### config.mk
export PLATFORM = sky130hd
export DESIGN_NAME = gcs_regs
export DESIGN_NICKNAME = d
export VERILOG_FILES = /design/src/rtl/gcs_pkg.sv /design/src/rtl/gcs_regs.sv
export SDC_FILE = /design/constraint.sdc
export NUM_CORES = 1
export LEC_CHECK = 0
export BUFFER_PORTS_ARGS = -buffer_cell sky130_fd_sc_hd__buf_2
export CAP_MARGIN = 25
export CORE_MARGIN = 3
export CORE_UTILIZATION = 26
export CTS_CLUSTER_DIAMETER = 50
export DETAILED_ROUTE_END_ITERATION = 10
export GPL_TIMING_DRIVEN = 1
export PLACE_DENSITY = 0.46
export SLEW_MARGIN = 25
export SYNTH_ARGS = -nofsm -noshare
export SYNTH_HDL_FRONTEND = slang
export SYNTH_SLANG_ARGS = --single-unit
### constraint.sdc
create_clock -name core_clk_in -period 4.5 [get_ports core_clk_in]
set_input_delay 0.45 -clock core_clk_in [delete_from_list [all_inputs] [get_ports core_clk_in]]
set_output_delay 0.45 -clock core_clk_in [all_outputs]
set_load 0.02 [all_outputs]
### src/rtl/gcs_pkg.sv
// Package of constants and types for the global configuration and status block.
package gcs_pkg;
  localparam logic [6:0] GCS_ADDR_CONF = 7'h00;
  localparam logic [6:0] GCS_ADDR_FLAGS = 7'h01;
  localparam logic [6:0] GCS_ADDR_COUNT = 7'h02;
  localparam logic [6:0] GCS_ADDR_TARGET = 7'h2d;
  localparam int GCS_BIT_IRQ_PP = 12;
  localparam int GCS_BIT_POS_PP = 13;
  localparam int GCS_BIT_HYST = 14;
  localparam int GCS_BIT_STOP = 15;
  localparam int GCS_BIT_DIRECT = 16;
  localparam int GCS_BIT_TEST = 17;
  localparam int GCS_FLAG_RESET = 0;
  localparam int GCS_FLAG_DRV = 1;
  localparam int GCS_FLAG_UV = 2;
  localparam logic [5:0] GCS_CONF_RESET = 6'h00;
  localparam logic [2:0] GCS_FLAGS_RESET = 3'h1;
  localparam logic [7:0] GCS_COUNT_RESET = 8'h00;
  localparam logic [31:0] GCS_TARGET_RESET = 32'h00000000;

  typedef struct packed {
    logic [5:0] conf;
    logic [2:0] flags;
    logic [7:0] count;
    logic [31:0] target;
  } gcs_state_t;

  typedef struct packed {
    logic wr;
    logic rd;
    logic uart;
    logic [6:0] addr;
    logic [31:0] wdata;
  } gcs_req_t;

  typedef struct packed {
    logic [8:0] coil_a;
    logic [8:0] coil_b;
    logic direct;
  } gcs_coil_t;
endpackage : gcs_pkg

### src/rtl/gcs_regs.sv
// Global configuration bits, global flags and UART write counter.
`timescale 1ns/1ps
module gcs_regs
  import gcs_pkg::*;
(
  input wire logic core_clk_in, // 100 MHz device clock
  input wire logic resetn_in, // synchronous reset, active low
  input wire gcs_req_t req_in, // register access from serial front end
  output logic [31:0] rdata_out, // read data, registered
  input wire logic drv_shutdown_in, // pulse/level: driver shut down by fault
  input wire logic overtemp_in, // level: temperature above limit
  input wire logic pump_undervoltage_flag_in, // level: charge pump undervoltage
  input wire logic halt_input_pin_in, // halt pin level
  input wire logic error_irq_in, // internal error/interrupt, active high
  input wire logic poscmp_in, // internal position compare, active high
  input wire logic [7:0] hyst_value_in, // compared step frequency value
  input wire logic [7:0] standstill_current_scale_in, // standstill current scale
  output logic error_interrupt_pin_o_out, // error pin output level
  output logic error_interrupt_pin_oe_out, // error pin output enable
  output logic position_compare_pin_o_out, // compare pin output level
  output logic position_compare_pin_oe_out, // compare pin output enable
  output logic [7:0] hyst_amount_out, // hysteresis amount for comparison
  output logic seq_stop_out, // stop sequencer, go to standstill
  output gcs_coil_t coil_out, // direct coil current request
  output logic driver_disable_out, // driver disabled
  output logic encoder_null_test_sel_out // analog test on null pin
);
  gcs_state_t q, d;
  logic [31:0] rdata_q;
  logic [31:0] rdata_d;

  // Two's complement value times scale, divided by 32, keeps the sign.
  function automatic logic [8:0] gcs_scale(input logic [8:0] v, input logic [7:0] s);
    logic [16:0] p;
    p = 17'($signed(v) * $signed({1'b0, s}));
    return p[13:5];
  endfunction : gcs_scale

  // ============================================================
  // Register update
  always_comb begin
    d = q;
    rdata_d = rdata_q;
    if (req_in.wr && req_in.addr == GCS_ADDR_CONF) begin
      d.conf = req_in.wdata[GCS_BIT_TEST:GCS_BIT_IRQ_PP];
    end
    if (req_in.wr && req_in.addr == GCS_ADDR_TARGET) begin
      d.target = req_in.wdata;
    end
    if (req_in.wr && req_in.addr == GCS_ADDR_FLAGS) begin
      d.flags[GCS_FLAG_RESET] = q.flags[GCS_FLAG_RESET] & ~req_in.wdata[GCS_FLAG_RESET];
      d.flags[GCS_FLAG_UV] = q.flags[GCS_FLAG_UV] & ~req_in.wdata[GCS_FLAG_UV];
      if (!overtemp_in) begin
        d.flags[GCS_FLAG_DRV] = q.flags[GCS_FLAG_DRV] & ~req_in.wdata[GCS_FLAG_DRV];
      end
    end
    // Set wins over a clear in the same cycle.
    if (drv_shutdown_in) begin
      d.flags[GCS_FLAG_DRV] = 1'b1;
    end
    if (pump_undervoltage_flag_in) begin
      d.flags[GCS_FLAG_UV] = 1'b1;
    end
    if (req_in.wr && req_in.uart) begin
      d.count = q.count + 8'h01;
    end
    if (req_in.rd) begin
      case (req_in.addr)
        GCS_ADDR_CONF: rdata_d = 32'({q.conf, 12'h000});
        GCS_ADDR_FLAGS: rdata_d = 32'(q.flags);
        GCS_ADDR_COUNT: rdata_d = 32'(q.count);
        GCS_ADDR_TARGET: rdata_d = q.target;
        default: rdata_d = 32'h00000000;
      endcase
    end
  end

  always_ff @(posedge core_clk_in) begin
    if (!resetn_in) begin
      q <= '{conf: GCS_CONF_RESET, flags: GCS_FLAGS_RESET, count: GCS_COUNT_RESET,
             target: GCS_TARGET_RESET};
      rdata_q <= 32'h00000000;
    end else begin
      q <= d;
      rdata_q <= rdata_d;
    end
  end
  assign rdata_out = rdata_q;

  // ============================================================
  // Pin styles and feature outputs
  logic irq_pp, pos_pp;
  assign irq_pp = q.conf[GCS_BIT_IRQ_PP - GCS_BIT_IRQ_PP];
  assign pos_pp = q.conf[GCS_BIT_POS_PP - GCS_BIT_IRQ_PP];
  // Open collector drives low only when active; push-pull always drives.
  assign error_interrupt_pin_o_out = irq_pp ? error_irq_in : 1'b0;
  assign error_interrupt_pin_oe_out = irq_pp ? 1'b1 : error_irq_in;
  assign position_compare_pin_o_out = pos_pp ? poscmp_in : 1'b0;
  assign position_compare_pin_oe_out = pos_pp ? 1'b1 : poscmp_in;
  assign hyst_amount_out = q.conf[GCS_BIT_HYST - GCS_BIT_IRQ_PP] ?
                           (hyst_value_in >> 5) : (hyst_value_in >> 4);
  assign seq_stop_out = q.conf[GCS_BIT_STOP - GCS_BIT_IRQ_PP] & halt_input_pin_in;
  assign coil_out.direct = q.conf[GCS_BIT_DIRECT - GCS_BIT_IRQ_PP];
  // Velocity-based regulation is bypassed: only standstill scale applies.
  assign coil_out.coil_a = gcs_scale(q.target[8:0], standstill_current_scale_in);
  assign coil_out.coil_b = gcs_scale(q.target[24:16], standstill_current_scale_in);
  assign driver_disable_out = pump_undervoltage_flag_in | overtemp_in;
  assign encoder_null_test_sel_out = q.conf[GCS_BIT_TEST - GCS_BIT_IRQ_PP];

  // ============================================================
  // Checks
  flag_clear_a: assert property (@(posedge core_clk_in) disable iff (!resetn_in)
    req_in.wr && req_in.addr == GCS_ADDR_FLAGS && req_in.wdata[0] |=> !q.flags[0])
    else $error("reset flag not cleared");
  drv_keep_a: assert property (@(posedge core_clk_in) disable iff (!resetn_in)
    q.flags[1] && overtemp_in |=> q.flags[1])
    else $error("driver fault cleared while hot");
  drv_set_a: assert property (@(posedge core_clk_in) disable iff (!resetn_in)
    drv_shutdown_in |=> q.flags[1])
    else $error("driver fault not set");
  uv_set_a: assert property (@(posedge core_clk_in) disable iff (!resetn_in)
    pump_undervoltage_flag_in |=> q.flags[2])
    else $error("undervoltage not latched");
  uv_disable_a: assert property (@(posedge core_clk_in) disable iff (!resetn_in)
    pump_undervoltage_flag_in |-> driver_disable_out)
    else $error("driver enabled in undervoltage");
  count_wrap_a: assert property (@(posedge core_clk_in) disable iff (!resetn_in)
    req_in.wr && req_in.uart && q.count == 8'hff |=> q.count == 8'h00)
    else $error("counter did not wrap");
  count_idle_a: assert property (@(posedge core_clk_in) disable iff (!resetn_in)
    req_in.wr && !req_in.uart |=> q.count == $past(q.count))
    else $error("counter stepped on spi write");
  irq_style_a: assert property (@(posedge core_clk_in) disable iff (!resetn_in)
    !irq_pp |-> !error_interrupt_pin_o_out && error_interrupt_pin_oe_out == error_irq_in)
    else $error("error pin not open collector");
  pos_style_a: assert property (@(posedge core_clk_in) disable iff (!resetn_in)
    pos_pp |-> position_compare_pin_oe_out && position_compare_pin_o_out == poscmp_in)
    else $error("compare pin not push-pull");
  test_sel_a: assert property (@(posedge core_clk_in) disable iff (!resetn_in)
    encoder_null_test_sel_out == q.conf[5])
    else $error("test select wrong");
  count_inc_a: assert property (@(posedge core_clk_in) disable iff (!resetn_in)
    req_in.wr && req_in.uart |=> q.count == 8'($past(q.count) + 8'h01))
    else $error("counter did not step");
  count_spi_a: assert property (@(posedge core_clk_in) disable iff (!resetn_in)
    !(req_in.wr && req_in.uart) |=> $stable(q.count))
    else $error("counter changed without uart write");
  reset_flag_a: assert property (@(posedge core_clk_in)
    !resetn_in |=> q.flags[0])
    else $error("reset flag missing");
  stop_pin_a: assert property (@(posedge core_clk_in) disable iff (!resetn_in)
    q.conf[3] && halt_input_pin_in |-> seq_stop_out)
    else $error("halt ignored");
endmodule : gcs_regs

After elaboration in Yosys (flattened, before gate mapping)
Index checks and enable logic that the tools add are counted.
W data, S select, Z words.
{"block": "word_totals", "reg_bits": 81, "inputBits": 66, "elab_cells": 40}
{"block": "op_classes", "muxes": 10, "n_eq_ne": 4, "reduce_logical": 8, "bitwise": 8, "add_sub_neg": 1, "mul": 2}
{"cell": "$pmux W32 S4", "count": 1}
{"cell": "$mul A9 B9 Y14", "count": 2}
{"cell": "$add A8 B1 Y8 const B", "count": 1}
{"cell": "$eq A7 B1 Y1 const B", "count": 1}
{"cell": "$eq A7 B2 Y1 const B", "count": 1}
{"cell": "$eq A7 B6 Y1 const B", "count": 1}
{"cell": "$logic_not A7 Y1", "count": 1}
{"cell": "$mux W1", "count": 7}
{"cell": "$and A1 B1 Y1", "count": 4}
{"cell": "$logic_and A1 B1 Y1", "count": 4}
{"cell": "$mux W4", "count": 1}
{"cell": "$reduce_bool A2 Y1", "count": 2}
{"cell": "$mux W3", "count": 1}
{"cell": "$not A1 Y1", "count": 3}
{"cell": "$ne A2 B2 Y1 const B", "count": 1}
{"cell": "$reduce_and A2 Y1", "count": 1}
{"cell": "$or A1 B1 Y1", "count": 1}

Longest topological paths before layout
Gate-level depths: netlist of run 1.
{"block": "depth", "word_depth": 5, "mapped_depth": 18, "depth_no_buf": 16}

Worst setup path before layout of run 1
No wires, ideal clock.
{"block": "synth_timing", "kind": "input to output", "from": "in standstill_current_scale_in[4]", "to": "out coil_out[9] (netlist bit)", "path_buffers": 2, "path_stages": 16, "path_slack_ps": -575, "required_time_ps": 4050, "arrival_ps": 4625, "cell_sequence": "clkbuf_1 -> clkbuf_1 -> nand2_1 -> fa_1 -> inv_1 -> fa_1 -> fa_1 -> inv_1 -> fa_1 -> inv_1 -> ha_1 -> a41oi_1 -> o21ai_0 -> a41oi_1 -> o21ai_1 -> xnor2_1"}
{"element": "start: declaration", "line": "gcs_regs.sv:17", "rtl": "input wire logic [7:0] standstill_current_scale_in,"}
{"element": "end: declaration", "line": "gcs_regs.sv:24", "rtl": "output gcs_coil_t coil_out,"}

==> results.cfg, run 1 <==
[synthesis]
netlist_instances = 942
synthArstFlopShare_pct = 0
ys.flop_type = dfxtp_1
synth_edf_count = 0
yosysTopAreaCellShare_pct = 23.5
post-synth-top-area-cell = fa_1
synth_area_leaders = fa_1, dfxtp_1, inv_1
yosys_warnings = 0
avgSynthCellArea_um2 = 8.34
ys_ff_latch = 81
ys_seq_area_share_pct = 20.6
synth.distinct_cells = 47
synth.cell_area_um2 = 7850

[placement]
placed_area_um2 = 9490
post-place-ws_ps = -383
port_buffers = 123
placed_cells = 1480
globalplace.congestion = 0.796
hpwl_mm = 16.0

[global_route]
grt_max_degree = 52
grt_use_met2_pct = 20.9
grt_pass1_vias = 6798
use_met1_pct = 17.6
grt_overflow = 0
grt_most_used_layer = met2
global_route.usage.met3_pct = 2.83
antenna_found_initial = 5
grt_use_total_pct = 12.8
grt_pass1_wl_mm = 34.5

[setup_path]
r2r-start = q[2]
cp_slowest_cell = fa_1
cp.required_ps = 4050
startpoint = q[4]
r2r_end = rdata_out[2]
cpPeakStageDelay_ps = 510
worstPathArrival_ps = 4330
crit_chain = buf_12, buf_4, nand2_2, fa_1, inv_2, fa_1, ha_1, inv_2, fa_1, inv_2, ha_4, nor2b_4, o21ai_4, a21boi_4, o21a_2, o41ai_4, xnor2_2, buf_4
timing_worst_setup_path_type = reg2out
end_kind = output port
rr_worst_depth = 4
crit_fanout = 4
rrSetupSlack_ps = 3190
cp-start-kind = register
crit_path_end = coil_out[17]

[detailed_routing]
drt-total-wl_mm = 20.7
drtIter0Drc = 207
vias = 6577
ant_nets = 0
viasPerCell = 4.33
drtPass1Iterations = 4
routedWlPerCell_um = 13.6
drc = 0

[power]
power.leakage_nw = 4.73
power_mw = 1.62
power.density_nw_per_um2 = 155
peakVddDrop_v = 0.000157

[timing]
rsz0062_at_grt = true
max_freq_mhz = 209
worst_slew_pin_slew_ps = 908
fin_crit_sh_pct = 106
finalMaxSlewViolations = 0
finalSetupTns_ps = -1220
period_needed_ps = 4780
fin_skew_ps = 7.98
finalHoldViolations = 0
maxSlewHeadroom_pct = 39.5
holdWs_ps = 348
setup_slack_ps = -280
finalSetupViolations = 8

[finish]
drive_gt1_share_pct = 33.2
final_cells = 1520
design_area_um2 = 10500
diodes = 0
syn2layout_area_growth_pct = 33.1
final_core_util_pct = 35.2
final_nets = 1330

[floorplan]
die_height_um = 180
start_util_pct = 26.4
core_um2 = 29700
dieArea_um2 = 32300
rows = 63
die_w_um = 180
io_pins = 132

[flow_run]
cap_violations = 0

[status]
outcome = finished, violations left
violations = setup timing

[clock_network]
hold_buffers = 0
cts_sinks = 81
cts_tree = yes
clockBufferDepth = 2
clock_latency_ps = 330
path_clk_slew_ps = 60
cts_buffers = 9
cts-root-buf = clkbuf_16
cts_max_level = 3

[min_path]
holdCritStartpoint = drv_shutdown_in
min_path_type = in2reg
## critical path, delay by kind of cell, from the launching register on
kind / cells / cell delay (ps)
and+or+nand+nor: 2 / 170
adders and majority gates: 5 / 1950
buffers and inverters: 6 / 510
AOI/OAI and AO/OA: 4 / 800
DFF: 1 / 400
xor gates and xnor gates: 1 / 160
## logic make-up after synthesis
family	after synthesis	share of synthesized area [%]
fa+ha+maj	139	30.9
xor+xnor	40	4.46
compound gates	122	11.0
mux	3	0.430
flops	81	20.6
simple gates	333	20.9
buf+inv	223	11.5
other cells	1	0.0477
## worst min path at each step
stage | endpoint | cells after the start
2_1_floorplan | q[40] | 2
3_3_place_gp | q[40] | 2
3_5_place_dp | q[40] | 2
4_1_cts | q[41] | 3
5_1_grt | q[16] | 3
6_report | q[41] | 3
## final cells by class
| cell class | instances | area (um^2) |
|---|---|---|
| Fill cell | 3113 | 19300 |
| Tap cell | 390 | 488 |
| Multi-Input combinational cell | 641 | 5830 |
| Inverter | 163 | 612 |
| Clock buffer | 11 | 243 |
| Timing Repair Buffer | 229 | 1550 |
| Clock inverter | 5 | 63.8 |
| Sequential cell | 81 | 1670 |
## routing by layer
layer | vias up | part of all wire [%] | wire [um]
met1 | 3155 | 47 | 9840
met3 | 20 | 5.6 | 1160
met2 | 131 | 46 | 9520
met5 | - | 0.30 | 62
met4 | 10 | 0.68 | 141
li1 | 3261 | - | -
## registers in the layout, summed over array words and instances (netlist names)
register                   cells
encoder_null_test_sel_out      1
rdata_out                     32
q                             45
pos_pp                         1
irq_pp                         1
coil_out                       1
## timing repair
action,4_1_cts,5_1_grt
endpoints found under the setup margin,12,14
resized for setup,103,36
gates cloned,0,0
setup buffers,19,8
pin swaps,41,44
## synthesized netlist by cell type (all sizes together), types with 21 or more instances
| cell type | number |
|---|---|
| ha | 47 |
| buf | 21 |
| and2 | 84 |
| fa | 92 |
| nand2 | 157 |
| xnor2 | 35 |
| nand2b | 21 |
| nand3 | 29 |
| a21boi | 61 |
| clkbuf | 39 |
| dfxtp | 81 |
| inv | 163 |
## where the power goes
group	leakage [nW]	internal [mW]	switching [mW]	total, mW
Sequential	0.666	0.713	0.00324	0.717
Combinational	3.92	0.0636	0.0837	0.147
Clock	0.146	0.449	0.304	0.754
Total	4.73	1.23	0.391	1.62
## placed cells by master (no fill, tap or decap), drive strengths merged, types with 6 or more instances in the layout
cell type and instances:
o22ai 14, a21oi 11, nand3 29, buf 229
nor2 14, clkbuf 11, a21boi 61, dfxtp 81
ha 47, nor2b 6, a22oi 11, o21ai 9
nand2b 21, nand4 6, nand2 157, fa 92
xnor2 35, inv 164, and2 84
No activity file was read; power rests on OpenSTA's default activity.
==> run 2: changes to the inputs <==
Settings changed: CORE_UTILIZATION 26 to 53, PLACE_DENSITY 0.46 to 0.8.
==> run 2 against run 1 <==
Net effect: the run still ends with setup timing left; first-iteration DRC count increased by 40%; power decreased by 3.4%; sequential power about the same; sequential cell count unchanged; clock-buffer cell count increased by 3; clock power decreased by 6.6%; register-to-register slack improved by 40 ps; setup slack improved by 24 ps; largest cell class unchanged.
==> results.cfg, run 2 (same netlist as run 1, synthesis figures left out) <==
[floorplan]
die_height_um = 128
die_w_um = 128
dieArea_um2 = 16300
io_pins = 132
core_um2 = 14200
rows = 43
start_util_pct = 55.3

[timing]
setup_slack_ps = -255
fin_crit_sh_pct = 106
max_freq_mhz = 210
period_needed_ps = 4760
finalHoldViolations = 0
rsz0062_at_grt = true
finalSetupTns_ps = -1320
finalMaxSlewViolations = 0
fin_skew_ps = 3.14
maxSlewHeadroom_pct = 38.5
finalSetupViolations = 9
worst_slew_pin_slew_ps = 923

[clock_network]
cts_buffers = 9
hold_buffers = 0
clock_latency_ps = 330
cts_tree = yes
cts_sinks = 81
path_clk_slew_ps = 60
cts_max_level = 3
cts-root-buf = clkbuf_16
clockBufferDepth = 2

[detailed_routing]
routedWlPerCell_um = 14.2
drtPass1Iterations = 6
drtIter0Drc = 290
ant_nets = 0
drt-total-wl_mm = 18.4
viasPerCell = 5.21
vias = 6767
drc = 0

[placement]
port_buffers = 123
hpwl_mm = 14.0
globalplace.congestion = 0.888

[power]
sw_frac_of_total_pct = 22.7
p_int_mw = 1.21
power.switching_mw = 0.355
sequentialPowerShare_pct = 45.8
power.density_nw_per_um2 = 154
comb_power_share_pct = 9.1
power.leakage_nw = 4.66
peakVddDrop_v = 0.000206
power.share.clock_pct = 45.1

[finish]
top_register = q
multiInputGateArea_um2 = 5880
diodes = 0
final_core_util_pct = 71.4
nFillCells = 1147
regArea_um2 = 1680
largest_reg_flops = 45
final_common_cell = inv_1
final_nets = 1319
final_cell_mix = inv_1, nand2_1, buf_2
drive_gt1_share_pct = 32.8
syn2layout_area_growth_pct = 29.2

[status]
violations = setup timing
outcome = finished, violations left

[global_route]
grt_pass1_vias = 6929
grt_use_total_pct = 23.3
grt_pass1_wl_mm = 31.4
grt_overflow = 0
antenna_found_initial = 0
grt_max_degree = 82

[setup_path]
worstPathArrival_ps = 4310
rrSetupSlack_ps = 3230
crit_fanout = 5
cp-start-kind = register
cp.required_ps = 4050
end_kind = output port
timing_worst_setup_path_type = reg2out
rr_worst_depth = 3

[min_path]
min_path_type = in2reg
worstHoldPathCells = 3

[flow_run]
cap_violations = 0
## run 2: path summary, 6_finish.rpt
path / startpoint / endpoint
min reg2reg: q[30] / q[30]
max reg2reg: q[33] / q[39]
min: req_in[5] / q[5]
max: q[5] / coil_out[18]
## run 2: repair_timing
| item | 4_1_cts | 5_1_grt |
|---|---|---|
| setup endpoints to repair | 11 | 13 |
| buffers inserted | 12 | 14 |
| pin swaps | 52 | 66 |
| gates cloned | 0 | 0 |
| resized for setup | 94 | 66 |
## run 2: through the flow
stage                     hold WS [ps]  setup slack [ps]  total power, mW  instances  area [um^2]
after floorplan                    422            0.0102            0.820        945         8150
after global placement             433              -262            0.871       1259         9140
after detailed placement           445              -316            0.872       1259         9140
after CTS                          344              -257             1.57       1287         9830
after global routing               348              -426             1.63       1299        10100
final                              352              -255             1.56       1299        10100
## run 2: area by class of cell
| cell class | instances | share of cell area, % |
|---|---|---|
| Sequential cell | 81 | 16.5 |
| Tap cell | 180 | 2.22 |
| Multi-Input combinational cell | 641 | 57.9 |
| Timing Repair Buffer | 218 | 14.4 |
| Clock inverter | 2 | 0.0987 |
| Clock buffer | 14 | 2.80 |
| Inverter | 163 | 6.03 |
## run 2: power groups by stage
| stage | combinational (mW) | sequential [mW] | clock, mW |
|---|---|---|---|
| floorplan | 0.0824 | 0.738 | 0 |
| global placement | 0.132 | 0.739 | 0 |
| detailed placement | 0.133 | 0.739 | 0 |
| CTS | 0.139 | 0.719 | 0.717 |
| global route | 0.155 | 0.716 | 0.758 |
| finish | 0.142 | 0.715 | 0.704 |
## run 2: worst max-delay path: stages, from the launching register on
cell	delay [ps]
dfxtp_4	390
nand2_2	70
fa_1	530
inv_1	50
fa_1	430
ha_1	310
inv_2	40
fa_1	510
inv_2	50
ha_4	260
inv_2	30
o41ai_2	340
o211ai_1	190
o211ai_1	310
a31oi_2	160
xnor2_2	150
buf_4	160
## run 2: layer usage
| metal | vias to the layer above | track usage [%] | wire length, um |
|---|---|---|---|
| met5 | - | 0 | 0 |
| met4 | 0 | 7.12 | 435 |
| met3 | 35 | 4.25 | 1000 |
| met2 | 177 | 41.4 | 9490 |
| met1 | 3313 | 28.9 | 7510 |
| li1 | 3242 | - | - |
